===== src/logic/tes_pkg.sv =====
// Purpose: Shared constants and types of the table extremum search block.
// Assumes: 16-bit table words, 32-bit APB data, 20-bit word memory address.
// Notes:   Register offsets are byte addresses on the APB bus.
package tes_pkg;
   // ==========================================================
   // Widths
   localparam int WORD_W = 16;
   localparam int ADDR_W = 20;
   localparam int VAL_W  = 64;

   // ==========================================================
   // Register offsets
   localparam logic [7:0] OFS_LEN      = 8'h00;
   localparam logic [7:0] OFS_OPT      = 8'h04;
   localparam logic [7:0] OFS_OP       = 8'h08;
   localparam logic [7:0] OFS_SRC      = 8'h0C;
   localparam logic [7:0] OFS_DST      = 8'h10;
   localparam logic [7:0] OFS_START    = 8'h14;
   localparam logic [7:0] OFS_STATUS   = 8'h18;
   localparam logic [7:0] OFS_INDEX    = 8'h1C;
   localparam logic [7:0] OFS_IRQ_STAT = 8'h20;
   localparam logic [7:0] OFS_IRQ_EN   = 8'h24;
   localparam logic [7:0] OFS_IRQ_CLR  = 8'h28;
   localparam logic [7:0] OFS_RES_LO   = 8'h2C;
   localparam logic [7:0] OFS_RES_HI   = 8'h30;

   // ==========================================================
   // Field positions
   localparam int OPT_ADDR_OUT_BIT = 14;
   localparam int OPT_SIGNED_BIT   = 15;
   localparam int ST_BUSY_BIT      = 0;
   localparam int ST_ERR_BIT       = 1;
   localparam int ST_EQ_BIT        = 2;
   localparam int ST_NEG_BIT       = 3;
   localparam int IRQ_DONE_BIT     = 0;
   localparam int IRQ_ERR_BIT      = 1;
   localparam int IRQ_N            = 2;

   // ==========================================================
   // Reset values
   localparam logic [WORD_W-1:0] LEN_RST   = 16'h0000;
   localparam logic [WORD_W-1:0] OPT_RST   = 16'h0000;
   localparam logic [ADDR_W-1:0] ADDR_RST  = 20'h00000;
   localparam logic [VAL_W-1:0]  VAL_RST   = 64'h0000_0000_0000_0000;

   // ==========================================================
   // Types
   typedef enum logic [1:0] {
      TES_OP_MAX_F32 = 2'h0,
      TES_OP_MAX_F64 = 2'h1,
      TES_OP_MIN_DW  = 2'h2,
      TES_OP_MIN_F32 = 2'h3
   } tes_op_t;

   typedef enum logic [1:0] {
      TES_FMT_F32,
      TES_FMT_F64,
      TES_FMT_U32,
      TES_FMT_S32
   } tes_fmt_t;

   typedef enum logic [2:0] {
      TES_IDLE,
      TES_READ,
      TES_EVAL,
      TES_WRITE,
      TES_FINISH,
      TES_DONE
   } tes_state_t;
endpackage : tes_pkg


===== src/logic/tes_cmp_if.sv =====
// Purpose: Carries one comparison between the scan engine and the comparator.
// Assumes: Purely combinational exchange.
// Notes:   cand is the new entry, best the extreme found so far.
`timescale 1ns/1ps
interface tes_cmp_if;
   import tes_pkg::*;
   logic [VAL_W-1:0] cand;
   logic [VAL_W-1:0] best;
   tes_fmt_t         fmt;
   logic             want_max;
   logic             better;
   logic             nonnum;
   logic             is_zero;
   logic             is_neg;
   modport engine (output cand, best, fmt, want_max, input better, nonnum, is_zero, is_neg);
   modport unit   (input cand, best, fmt, want_max, output better, nonnum, is_zero, is_neg);
endinterface : tes_cmp_if


===== src/logic/tes_compare.sv =====
// Purpose: Orders two table entries of a given format.
// Assumes: Non-numeric entries are caught before their order matters.
// Notes:   Floats map to an unsigned key; both zeros map to one key.
`timescale 1ns/1ps
module tes_compare (
   tes_cmp_if.unit cmp   // Comparison request and answer.
);
   import tes_pkg::*;

   function automatic logic [VAL_W-1:0] key_of(input logic [VAL_W-1:0] x, input tes_fmt_t f);
      logic [VAL_W-1:0] k;
      k = '0;
      case (f)
         TES_FMT_F64: begin
            if (x[62:0] == 63'h0) k = 64'h8000_0000_0000_0000;
            else if (x[63]) k = ~x;
            else k = {1'b1, x[62:0]};
         end
         TES_FMT_F32: begin
            if (x[30:0] == 31'h0) k = 64'h0000_0000_8000_0000;
            else if (x[31]) k = {32'h0000_0000, ~x[31:0]};
            else k = {32'h0000_0000, 1'b1, x[30:0]};
         end
         TES_FMT_S32: k = {32'h0000_0000, ~x[31], x[30:0]};
         default:     k = {32'h0000_0000, x[31:0]};
      endcase
      return k;
   endfunction : key_of

   logic [VAL_W-1:0] cand_key;
   logic [VAL_W-1:0] best_key;

   always_comb begin
      cand_key = key_of(cmp.cand, cmp.fmt);
      best_key = key_of(cmp.best, cmp.fmt);
      // Strict order only, so a tie keeps the earlier entry.
      cmp.better = cmp.want_max ? (cand_key > best_key) : (cand_key < best_key);
      // An all-ones exponent (NaN or infinity) is not a usable number.
      case (cmp.fmt)
         TES_FMT_F64: cmp.nonnum = (cmp.cand[62:52] == 11'h7FF);
         TES_FMT_F32: cmp.nonnum = (cmp.cand[30:23] == 8'hFF);
         default:     cmp.nonnum = 1'b0;
      endcase
      case (cmp.fmt)
         TES_FMT_F64: cmp.is_zero = (cmp.best[62:0] == 63'h0);
         TES_FMT_F32: cmp.is_zero = (cmp.best[30:0] == 31'h0);
         default:     cmp.is_zero = (cmp.best[31:0] == 32'h0000_0000);
      endcase
      case (cmp.fmt)
         TES_FMT_F64: cmp.is_neg = cmp.best[63] && !cmp.is_zero;
         TES_FMT_F32: cmp.is_neg = cmp.best[31] && !cmp.is_zero;
         default:     cmp.is_neg = cmp.best[31];
      endcase
   end
endmodule : tes_compare


===== src/logic/tes_search.sv =====
// Purpose: Scans a word-memory table for its largest or smallest entry.
// Assumes: APB register access; a request/acknowledge word memory port.
// Notes:   One operation at a time; starts while busy are ignored.
//
// Chosen here: the APB slave port and the placing of the registers.
`timescale 1ns/1ps

// Function
// - Max single float: scan 2W words as W floats, write largest to D, D+1.
// - Max double float: scan 4W words as W doubles, write largest to D..D+3.
// - Min double word: scan 2W words as W 32-bit values, write smallest.
// - Option bit 14 set loads index register with lower-word address of extreme.
// - On ties the earliest matching entry's address is reported.
// - Option bit 14 clear leaves the index register unchanged.
// - Min double word with option bit 15 set compares signed values.
// - Length from bits 0-15 of first word; zero length sets error, else cleared unless an entry is non-numeric.
// - Float maximum operations flag error on any non-numeric entry.
// - Maximum operations set equals flag exactly when the maximum is zero.
// - Min double word sets equals flag exactly when the minimum is zero.
// - Float maximum operations set negative flag when the maximum is negative.
// - Min double word negative flag equals bit 15 of upper destination word.
// - Min single float: scan 2W words as W floats, write smallest to D, D+1.
module tes_search
   import tes_pkg::*;
(
   input  wire logic                  core_clk_in,    // System clock, 100 MHz.
   input  wire logic                  nrst_in,        // Asynchronous reset, active low.
   input  wire logic                  psel_in,        // APB select.
   input  wire logic                  penable_in,     // APB enable.
   input  wire logic                  pwrite_in,      // APB write direction.
   input  wire logic [7:0]            paddr_in,       // APB byte address.
   input  wire logic [31:0]           pwdata_in,      // APB write data.
   output logic      [31:0]           prdata_out,     // APB read data.
   output logic                       pready_out,     // APB ready.
   output logic                       pslverr_out,    // APB error, unmapped address.
   output logic                       mem_req_out,    // Word memory request.
   output logic                       mem_we_out,     // Word memory write.
   output logic      [tes_pkg::ADDR_W-1:0] mem_addr_out, // Word memory address.
   output logic      [tes_pkg::WORD_W-1:0] mem_wdata_out, // Word memory write data.
   input  wire logic [tes_pkg::WORD_W-1:0] mem_rdata_in,  // Word memory read data.
   input  wire logic                  mem_ack_in,     // Word memory acknowledge.
   output logic                       irq_out         // Level interrupt.
);
   import tes_pkg::*;

   // ==========================================================
   // Declarations
   tes_state_t         state_ff,      nxt_state;
   tes_op_t            op_ff,         nxt_op;
   logic [WORD_W-1:0]  len_ff,        nxt_len;
   logic [WORD_W-1:0]  opt_ff,        nxt_opt;
   tes_op_t            op_cfg_ff,     nxt_op_cfg;
   logic [ADDR_W-1:0]  src_ff,        nxt_src;
   logic [ADDR_W-1:0]  dst_ff,        nxt_dst;
   logic [WORD_W-1:0]  cnt_ff,        nxt_cnt;
   logic [1:0]         widx_ff,       nxt_widx;
   logic [ADDR_W-1:0]  addr_ff,       nxt_addr;
   logic [ADDR_W-1:0]  ent_addr_ff,   nxt_ent_addr;
   logic [ADDR_W-1:0]  best_addr_ff,  nxt_best_addr;
   logic [VAL_W-1:0]   cand_ff,       nxt_cand;
   logic [VAL_W-1:0]   best_ff,       nxt_best;
   logic               have_ff,       nxt_have;
   logic               err_ff,        nxt_err;
   logic               eq_ff,         nxt_eq;
   logic               neg_ff,        nxt_neg;
   logic [ADDR_W-1:0]  index_ff,      nxt_index;
   logic [VAL_W-1:0]   res_ff,        nxt_res;
   logic [IRQ_N-1:0]   irq_stat_ff,   nxt_irq_stat;
   logic [IRQ_N-1:0]   irq_en_ff,     nxt_irq_en;

   logic               wr_acc;
   logic               rd_acc;
   logic               start_req;
   logic [IRQ_N-1:0]   irq_evt;
   logic [IRQ_N-1:0]   irq_clr;
   logic [1:0]         last_widx;
   tes_fmt_t           fmt;

   tes_cmp_if cmp ();

   tes_compare u_compare (
      .cmp (cmp)
   );

   // ==========================================================
   // Format decode
   always_comb begin
      case (op_ff)
         TES_OP_MAX_F32: fmt = TES_FMT_F32;
         TES_OP_MAX_F64: fmt = TES_FMT_F64;
         TES_OP_MIN_F32: fmt = TES_FMT_F32;
         default: fmt = opt_ff[OPT_SIGNED_BIT] ? TES_FMT_S32 : TES_FMT_U32;
      endcase
      // Double floats span four words, the other formats two.
      last_widx = (op_ff == TES_OP_MAX_F64) ? 2'd3 : 2'd1;
   end

   assign cmp.cand     = cand_ff;
   assign cmp.best     = best_ff;
   assign cmp.fmt      = fmt;
   assign cmp.want_max = (op_ff == TES_OP_MAX_F32) || (op_ff == TES_OP_MAX_F64);

   // ==========================================================
   // Memory port
   always_comb begin
      mem_req_out   = (state_ff == TES_READ) || (state_ff == TES_WRITE);
      mem_we_out    = (state_ff == TES_WRITE);
      mem_addr_out  = (state_ff == TES_WRITE) ? dst_ff + ADDR_W'(widx_ff) : addr_ff;
      mem_wdata_out = best_ff[16*widx_ff +: WORD_W];
   end

   // ==========================================================
   // Scan engine
   always_comb begin
      nxt_state     = state_ff;
      nxt_op        = op_ff;
      nxt_cnt       = cnt_ff;
      nxt_widx      = widx_ff;
      nxt_addr      = addr_ff;
      nxt_ent_addr  = ent_addr_ff;
      nxt_best_addr = best_addr_ff;
      nxt_cand      = cand_ff;
      nxt_best      = best_ff;
      nxt_have      = have_ff;
      nxt_err       = err_ff;
      nxt_eq        = eq_ff;
      nxt_neg       = neg_ff;
      nxt_index     = index_ff;
      nxt_res       = res_ff;
      irq_evt       = '0;
      case (state_ff)
         TES_IDLE: begin
            if (start_req) begin
               nxt_op = op_cfg_ff;
               if (len_ff == LEN_RST) begin
                  // Zero length: flag and stop before touching memory.
                  nxt_err   = 1'b1;
                  nxt_state = TES_DONE;
               end else begin
                  nxt_cnt      = len_ff;
                  nxt_addr     = src_ff;
                  nxt_ent_addr = src_ff;
                  nxt_widx     = 2'd0;
                  nxt_have     = 1'b0;
                  nxt_state    = TES_READ;
               end
            end
         end
         TES_READ: begin
            if (mem_ack_in) begin
               nxt_cand[16*widx_ff +: WORD_W] = mem_rdata_in;
               nxt_addr = addr_ff + ADDR_W'(1);
               if (widx_ff == last_widx) begin
                  nxt_state = TES_EVAL;
               end else begin
                  nxt_widx = widx_ff + 2'd1;
               end
            end
         end
         TES_EVAL: begin
            if (cmp.nonnum) begin
               // Abort on a non-numeric entry; results stay as they were.
               nxt_err   = 1'b1;
               nxt_state = TES_DONE;
            end else begin
               if (!have_ff || cmp.better) begin
                  nxt_best      = cand_ff;
                  nxt_best_addr = ent_addr_ff;
                  nxt_have      = 1'b1;
               end
               nxt_cand     = VAL_RST;
               nxt_cnt      = cnt_ff - WORD_W'(1);
               nxt_widx     = 2'd0;
               nxt_ent_addr = addr_ff;
               nxt_state    = (cnt_ff == WORD_W'(1)) ? TES_WRITE : TES_READ;
            end
         end
         TES_WRITE: begin
            if (mem_ack_in) begin
               // Result words go out lowest first to D, D+1 and onward.
               if (widx_ff == last_widx) begin
                  nxt_state = TES_FINISH;
               end else begin
                  nxt_widx = widx_ff + 2'd1;
               end
            end
         end
         TES_FINISH: begin
            nxt_err = 1'b0;
            nxt_eq  = cmp.is_zero;
            nxt_neg = cmp.is_neg;
            nxt_res = best_ff;
            if (opt_ff[OPT_ADDR_OUT_BIT]) begin
               nxt_index = best_addr_ff;
            end
            nxt_state = TES_DONE;
         end
         TES_DONE: begin
            irq_evt[IRQ_DONE_BIT] = 1'b1;
            irq_evt[IRQ_ERR_BIT]  = err_ff;
            nxt_state = TES_IDLE;
         end
         default: nxt_state = TES_IDLE;
      endcase
   end

   always_ff @(posedge core_clk_in or negedge nrst_in) begin
      if (!nrst_in) begin
         state_ff     <= TES_IDLE;
         op_ff        <= TES_OP_MAX_F32;
         cnt_ff       <= LEN_RST;
         widx_ff      <= 2'd0;
         addr_ff      <= ADDR_RST;
         ent_addr_ff  <= ADDR_RST;
         best_addr_ff <= ADDR_RST;
         cand_ff      <= VAL_RST;
         best_ff      <= VAL_RST;
         have_ff      <= 1'b0;
         err_ff       <= 1'b0;
         eq_ff        <= 1'b0;
         neg_ff       <= 1'b0;
         index_ff     <= ADDR_RST;
         res_ff       <= VAL_RST;
      end else begin
         state_ff     <= nxt_state;
         op_ff        <= nxt_op;
         cnt_ff       <= nxt_cnt;
         widx_ff      <= nxt_widx;
         addr_ff      <= nxt_addr;
         ent_addr_ff  <= nxt_ent_addr;
         best_addr_ff <= nxt_best_addr;
         cand_ff      <= nxt_cand;
         best_ff      <= nxt_best;
         have_ff      <= nxt_have;
         err_ff       <= nxt_err;
         eq_ff        <= nxt_eq;
         neg_ff       <= nxt_neg;
         index_ff     <= nxt_index;
         res_ff       <= nxt_res;
      end
   end

   // ==========================================================
   // APB register file
   assign pready_out = 1'b1;
   assign wr_acc     = psel_in && penable_in && pwrite_in;
   assign rd_acc     = psel_in && penable_in && !pwrite_in;

   always_comb begin
      start_req    = 1'b0;
      irq_clr      = '0;
      nxt_len      = len_ff;
      nxt_opt      = opt_ff;
      nxt_op_cfg   = op_cfg_ff;
      nxt_src      = src_ff;
      nxt_dst      = dst_ff;
      nxt_irq_en   = irq_en_ff;
      // Configuration is frozen while a scan runs so the engine sees stable operands.
      if (wr_acc && state_ff == TES_IDLE) begin
         case (paddr_in)
            OFS_LEN:   nxt_len    = pwdata_in[WORD_W-1:0];
            OFS_OPT:   nxt_opt    = pwdata_in[WORD_W-1:0];
            OFS_OP:    nxt_op_cfg = tes_op_t'(pwdata_in[1:0]);
            OFS_SRC:   nxt_src    = pwdata_in[ADDR_W-1:0];
            OFS_DST:   nxt_dst    = pwdata_in[ADDR_W-1:0];
            OFS_START: start_req  = pwdata_in[0];
            default:   start_req  = 1'b0;
         endcase
      end
      if (wr_acc && paddr_in == OFS_IRQ_EN) begin
         nxt_irq_en = pwdata_in[IRQ_N-1:0];
      end
      if (wr_acc && paddr_in == OFS_IRQ_CLR) begin
         irq_clr = pwdata_in[IRQ_N-1:0];
      end
      // A new event wins over a clear in the same cycle.
      nxt_irq_stat = (irq_stat_ff & ~irq_clr) | irq_evt;

      prdata_out  = 32'h0000_0000;
      pslverr_out = 1'b0;
      case (paddr_in)
         OFS_LEN:      prdata_out = {16'h0000, len_ff};
         OFS_OPT:      prdata_out = {16'h0000, opt_ff};
         OFS_OP:       prdata_out = {30'h0, op_cfg_ff};
         OFS_SRC:      prdata_out = {12'h000, src_ff};
         OFS_DST:      prdata_out = {12'h000, dst_ff};
         OFS_START:    prdata_out = 32'h0000_0000;
         OFS_STATUS:   prdata_out = {28'h000_0000, neg_ff, eq_ff, err_ff,
                                     state_ff != TES_IDLE};
         OFS_INDEX:    prdata_out = {12'h000, index_ff};
         OFS_IRQ_STAT: prdata_out = {30'h0, irq_stat_ff};
         OFS_IRQ_EN:   prdata_out = {30'h0, irq_en_ff};
         OFS_IRQ_CLR:  prdata_out = 32'h0000_0000;
         OFS_RES_LO:   prdata_out = res_ff[31:0];
         OFS_RES_HI:   prdata_out = res_ff[63:32];
         default:      pslverr_out = psel_in && penable_in;
      endcase
      if (!rd_acc) begin
         prdata_out = 32'h0000_0000;
      end
   end

   always_ff @(posedge core_clk_in or negedge nrst_in) begin
      if (!nrst_in) begin
         len_ff      <= LEN_RST;
         opt_ff      <= OPT_RST;
         op_cfg_ff   <= TES_OP_MAX_F32;
         src_ff      <= ADDR_RST;
         dst_ff      <= ADDR_RST;
         irq_stat_ff <= '0;
         irq_en_ff   <= '0;
      end else begin
         len_ff      <= nxt_len;
         opt_ff      <= nxt_opt;
         op_cfg_ff   <= nxt_op_cfg;
         src_ff      <= nxt_src;
         dst_ff      <= nxt_dst;
         irq_stat_ff <= nxt_irq_stat;
         irq_en_ff   <= nxt_irq_en;
      end
   end

   assign irq_out = |(irq_stat_ff & irq_en_ff);
endmodule : tes_search


===== config.mk =====
export PLATFORM = sky130hd
export DESIGN_NAME = tes_search
export DESIGN_NICKNAME = d
export VERILOG_FILES = /design/src/logic/tes_pkg.sv /design/src/logic/tes_cmp_if.sv /design/src/logic/tes_compare.sv /design/src/logic/tes_search.sv
export SDC_FILE = /design/constraint.sdc
export NUM_CORES = 1
export LEC_CHECK = 0
export ABC_AREA = 1
export ABC_CLOCK_PERIOD_IN_PS = 4900
export BUFFER_PORTS_ARGS = -buffer_cell sky130_fd_sc_hd__buf_2
export CORE_MARGIN = 10
export CORE_UTILIZATION = 43
export CTS_CLUSTER_SIZE = 10
export DETAILED_ROUTE_END_ITERATION = 7
export PLACE_DENSITY = 0.68
export REMOVE_ABC_BUFFERS = 1
export SLEW_MARGIN = 0
export SYNTH_ARGS = -nofsm -noshare
export SYNTH_HDL_FRONTEND = slang
export SYNTH_HIERARCHICAL = 1
export SYNTH_SLANG_ARGS = --single-unit

===== constraint.sdc =====
create_clock -name core_clk_in -period 4.9 [get_ports core_clk_in]
set_input_delay 0.49 -clock core_clk_in [delete_from_list [all_inputs] [get_ports core_clk_in]]
set_output_delay 0.49 -clock core_clk_in [all_outputs]
set_load 0.005 [all_outputs]

==> impl_metrics.tcl <==
set metrics [dict create \
    critical_path.reg2reg.startpoint "op_ff[0]" \
    rsz0062_at_grt "no" \
    p_leak_nw 13.3 \
    dr_total_vias 23000 \
    yosys.area.top_type_share_pct 39.5 \
    synthCells 3419 \
    tightestPinTransition_ps 1030 \
    final_hold_viol_count 0 \
    maximum_number_of_pins_on_one_net_before_global_route_repair 105 \
    grt_pass1_vias 21500 \
    synth_edf_count 0 \
    core_sq_mm 0.0551 \
    floorplan.die_area_sq_mm 0.0654 \
    element_type_at_the_critical_path_start "flip-flop" \
    drc_violation_count_after_routing 0 \
    syn-mean-instance-area_sq_um 6.99 \
    chipWidth_microns 256 \
    total_iterations_of_the_first_detailed_routing_run 6 \
    required_ps 5360 \
    max_slew_violation_count 0 \
    critical_path_peak_fanout 23 \
    avgViaCountPerCell 5.38 \
    startpoint "op_ff[0]" \
    final.period_utilization_pct 93.8 \
    numClockSinks 377 \
    antenna_violations_before_repair 1 \
    vdd_drop_max_v 0.000384 \
    detail_route.wl_per_cell_microns 18.4 \
    setup.worst_path.class "flip-flop to flip-flop" \
    regToRegEndpoint "best_ff[42]" \
    synthTopCellsByArea "sky130_fd_sc_hd__dfrtp_1 39%, sky130_fd_sc_hd__nand2_1 16%, sky130_fd_sc_hd__o21ai_0 8.2%" \
    finalSetupViolations 0 \
    yosysWarnings 6 \
    antenna_cells 0 \
    root_buffer "sky130_fd_sc_hd__clkbuf_16" \
    gp_congestion 0.953 \
    capture_point_of_the_worst_path "best_ff[42]" \
    timing.critical_path.to_type "flip-flop" \
    crit_path_frequent_cell "sky130_fd_sc_hd__nand2_1" \
    final_core_util_pct 48.6 \
    cts_inserted_buffers 46 \
    final.hold.worst_slack_ps 179 \
    tritoncts "built" \
    areaGrowthSynthToFinish_pct 12.1 \
    grt_first_pass_wirelength_microns 123000 \
    synth.cell_area_sq_mm 0.0239 \
    post-dp-hpwl_microns 57600 \
    fin_nets 3654 \
    biggestRegsByFlops "best_ff (64), cand_ff (64), res_ff (64)" \
    asyncSetResetFlopFracSynth_pct 100 \
    io_buffer_count 121 \
    min-delay-path-class "input port to flip-flop" \
    worst_clock_skew_ps 20.3 \
    clkSlewWorstSetupHoldPaths_ps 60 \
    seq_area_frac_synth_pct 39.5 \
    layout_commonest_cell "sky130_fd_sc_hd__nand2_1" \
    powerDensity_mw_per_mm2 509 \
    grt_use_total_pct 23.3 \
    grt_remaining_overflow 0 \
    floorplan.die.height_microns 256 \
    initial_drc_count 1960 \
    num-fill-cells 5590 \
    synth_ff_type "sky130_fd_sc_hd__dfrtp_1" \
    drt_wl_total_microns 78600 \
    worst_r2r_path_depth 26 \
    crit_path_top_delay_cell "sky130_fd_sc_hd__dfrtp_1" \
    cp.arrival_ps 5060 \
    critical_path.max_stage_delay_ps 450 \
    drv_cap 0 \
    run_status "complete, no violations" \
    std_cell_rows 86 \
    cts-htree-levels 2 \
    fmax_mhz 218 \
    synth_top_cell_by_area "sky130_fd_sc_hd__dfrtp_1" \
    largest_buffer_count_on_any_clock_path 3 \
    layout-drive-gt1-share_pct 11.0 \
    initial_cell_density_of_the_core_pct 43.4 \
    ant_nets 0 \
    layout_common_cells "1002 x sky130_fd_sc_hd__nand2_1, 390 x sky130_fd_sc_hd__o21ai_0, 377 x sky130_fd_sc_hd__dfrtp_1, 375 x sky130_fd_sc_hd__nor2_1, 362 x sky130_fd_sc_hd__inv_1" \
    max-slew-margin-rel_pct 30.8 \
    post_synthesis_cell_type_count 52 \
    clock_latency_of_the_later_clocked_register_in_the_worst_skew_pair_ps 600 \
    synth-seq-cells 377 \
    io_pins 135 \
    post-route-min-period_ps 4600 \
    r2r_setup_slack_ps 300 \
]
==> worst max-delay path: cells and delay by family (launching register included) <==
| family | cells | cell delay (ps) |
|---|---|---|
| simple gates | 17 | 2480 |
| buf+inv | 6 | 740 |
| flops | 1 | 450 |
| mux | 1 | 380 |
| fa+ha+maj | 1 | 310 |
| compound gates | 1 | 70 |
==> how the worst min path moves through the flow <==
stage               cells after the start         end          start  slack, ps
floorplan                               0  addr_ff[0]        nrst_in        190
global placement                        2  res_ff[30]     res_ff[30]        450
detailed placement                      2  res_ff[29]     res_ff[29]        460
CTS                                     3  src_ff[17]  pwdata_in[17]        160
global route                            3  src_ff[17]  pwdata_in[17]        190
finish                                  3  src_ff[17]  pwdata_in[17]        180
==> cell type report <==
class / instances / area (sq um) / area share, %
Clock inverter: 7 / 118 / 0.439
Inverter: 390 / 1460 / 5.47
Tap cell: 748 / 936 / 3.49
Timing Repair Buffer: 208 / 1370 / 5.12
Multi-Input combinational cell: 2493 / 12200 / 45.7
Clock buffer: 53 / 1220 / 4.55
Sequential cell: 377 / 9430 / 35.2
==> cell families (layout without fill, tap and decap cells) <==
| kind of cell | after synthesis | count (layout) | share of synthesized area (%) |
|---|---|---|---|
| muxes | 38 | 38 | 1.75 |
| xor gates and xnor gates | 32 | 32 | 1.17 |
| AOI/OAI and AO/OA | 581 | 581 | 12.9 |
| other | 1 | 1 | 0.0157 |
| DFF | 377 | 377 | 39.5 |
| buffers and inverters | 549 | 658 | 9.44 |
| adders and majority gates | 76 | 76 | 4.01 |
| and+or+nand+nor | 1765 | 1765 | 31.2 |
==> cells in the mapped netlist, types with 6 or more instances <==
| cell type | count |
|---|---|
| sky130_fd_sc_hd__nor3_1 | 9 |
| sky130_fd_sc_hd__nand4_1 | 76 |
| sky130_fd_sc_hd__buf_2 | 63 |
| sky130_fd_sc_hd__ha_1 | 75 |
| sky130_fd_sc_hd__o21ai_1 | 43 |
| sky130_fd_sc_hd__inv_1 | 362 |
| sky130_fd_sc_hd__o22ai_1 | 15 |
| sky130_fd_sc_hd__buf_4 | 13 |
| sky130_fd_sc_hd__mux2_2 | 30 |
| sky130_fd_sc_hd__nor2_1 | 379 |
| sky130_fd_sc_hd__dfrtp_1 | 377 |
| sky130_fd_sc_hd__xor2_1 | 31 |
| sky130_fd_sc_hd__a22o_1 | 13 |
| sky130_fd_sc_hd__o211ai_1 | 7 |
| sky130_fd_sc_hd__nand2_1 | 1003 |
| sky130_fd_sc_hd__nor2_2 | 12 |
| sky130_fd_sc_hd__a21oi_1 | 90 |
| sky130_fd_sc_hd__nand3_1 | 234 |
| sky130_fd_sc_hd__o21ai_2 | 11 |
| sky130_fd_sc_hd__clkbuf_1 | 69 |
| sky130_fd_sc_hd__nor2_4 | 8 |
| sky130_fd_sc_hd__buf_6 | 9 |
| sky130_fd_sc_hd__mux2i_1 | 8 |
| sky130_fd_sc_hd__o21ai_0 | 390 |
| sky130_fd_sc_hd__nand2_2 | 8 |
| sky130_fd_sc_hd__inv_2 | 22 |
| sky130_fd_sc_hd__clkinv_1 | 6 |
==> routing by layer <==
layer  global-route usage (%)  routed length (microns)  part of all wire [%]
met3                     3.58                     5970                   7.6
met1                     30.6                    33300                    42
met2                     38.7                    37000                    47
met5                        0                       13                 0.017
met4                     7.75                     2400                   3.0
==> through the flow <==
| stage | setup slack, ps | TNS (ps) | total power [mW] | cells | area [sq um] |
|---|---|---|---|---|---|
| global route | 45.4 | 0 | 14.6 | 4276 | 26800 |
| floorplan | -1930 | -148050 | 8.16 | 3260 | 23100 |
| CTS | 11.5 | 0 | 13.7 | 4273 | 26700 |
| global placement | 102 | 0 | 10.3 | 4212 | 25400 |
| detailed placement | 58.9 | 0 | 10.4 | 4212 | 25400 |
| finish | 304 | 0 | 13.6 | 4276 | 26800 |
==> report_power, final <==
group          switching (mW)  total, mW  internal, mW
logic                    4.04       5.97          1.94
clock network            1.35       3.20          1.85
registers               0.635       4.47          3.84
total                    6.02       13.6          7.62
==> timing repair <==
| action | CTS | global route |
|---|---|---|
| gates resized for setup | 0 | 3 |
| hold buffers | 1 | 0 |
| buffers inserted | 0 | 3 |
| endpoints found under the setup margin | 0 | 84 |
| hold endpoints to repair | 87 | 0 |
(Power assumes the default switching activity.)
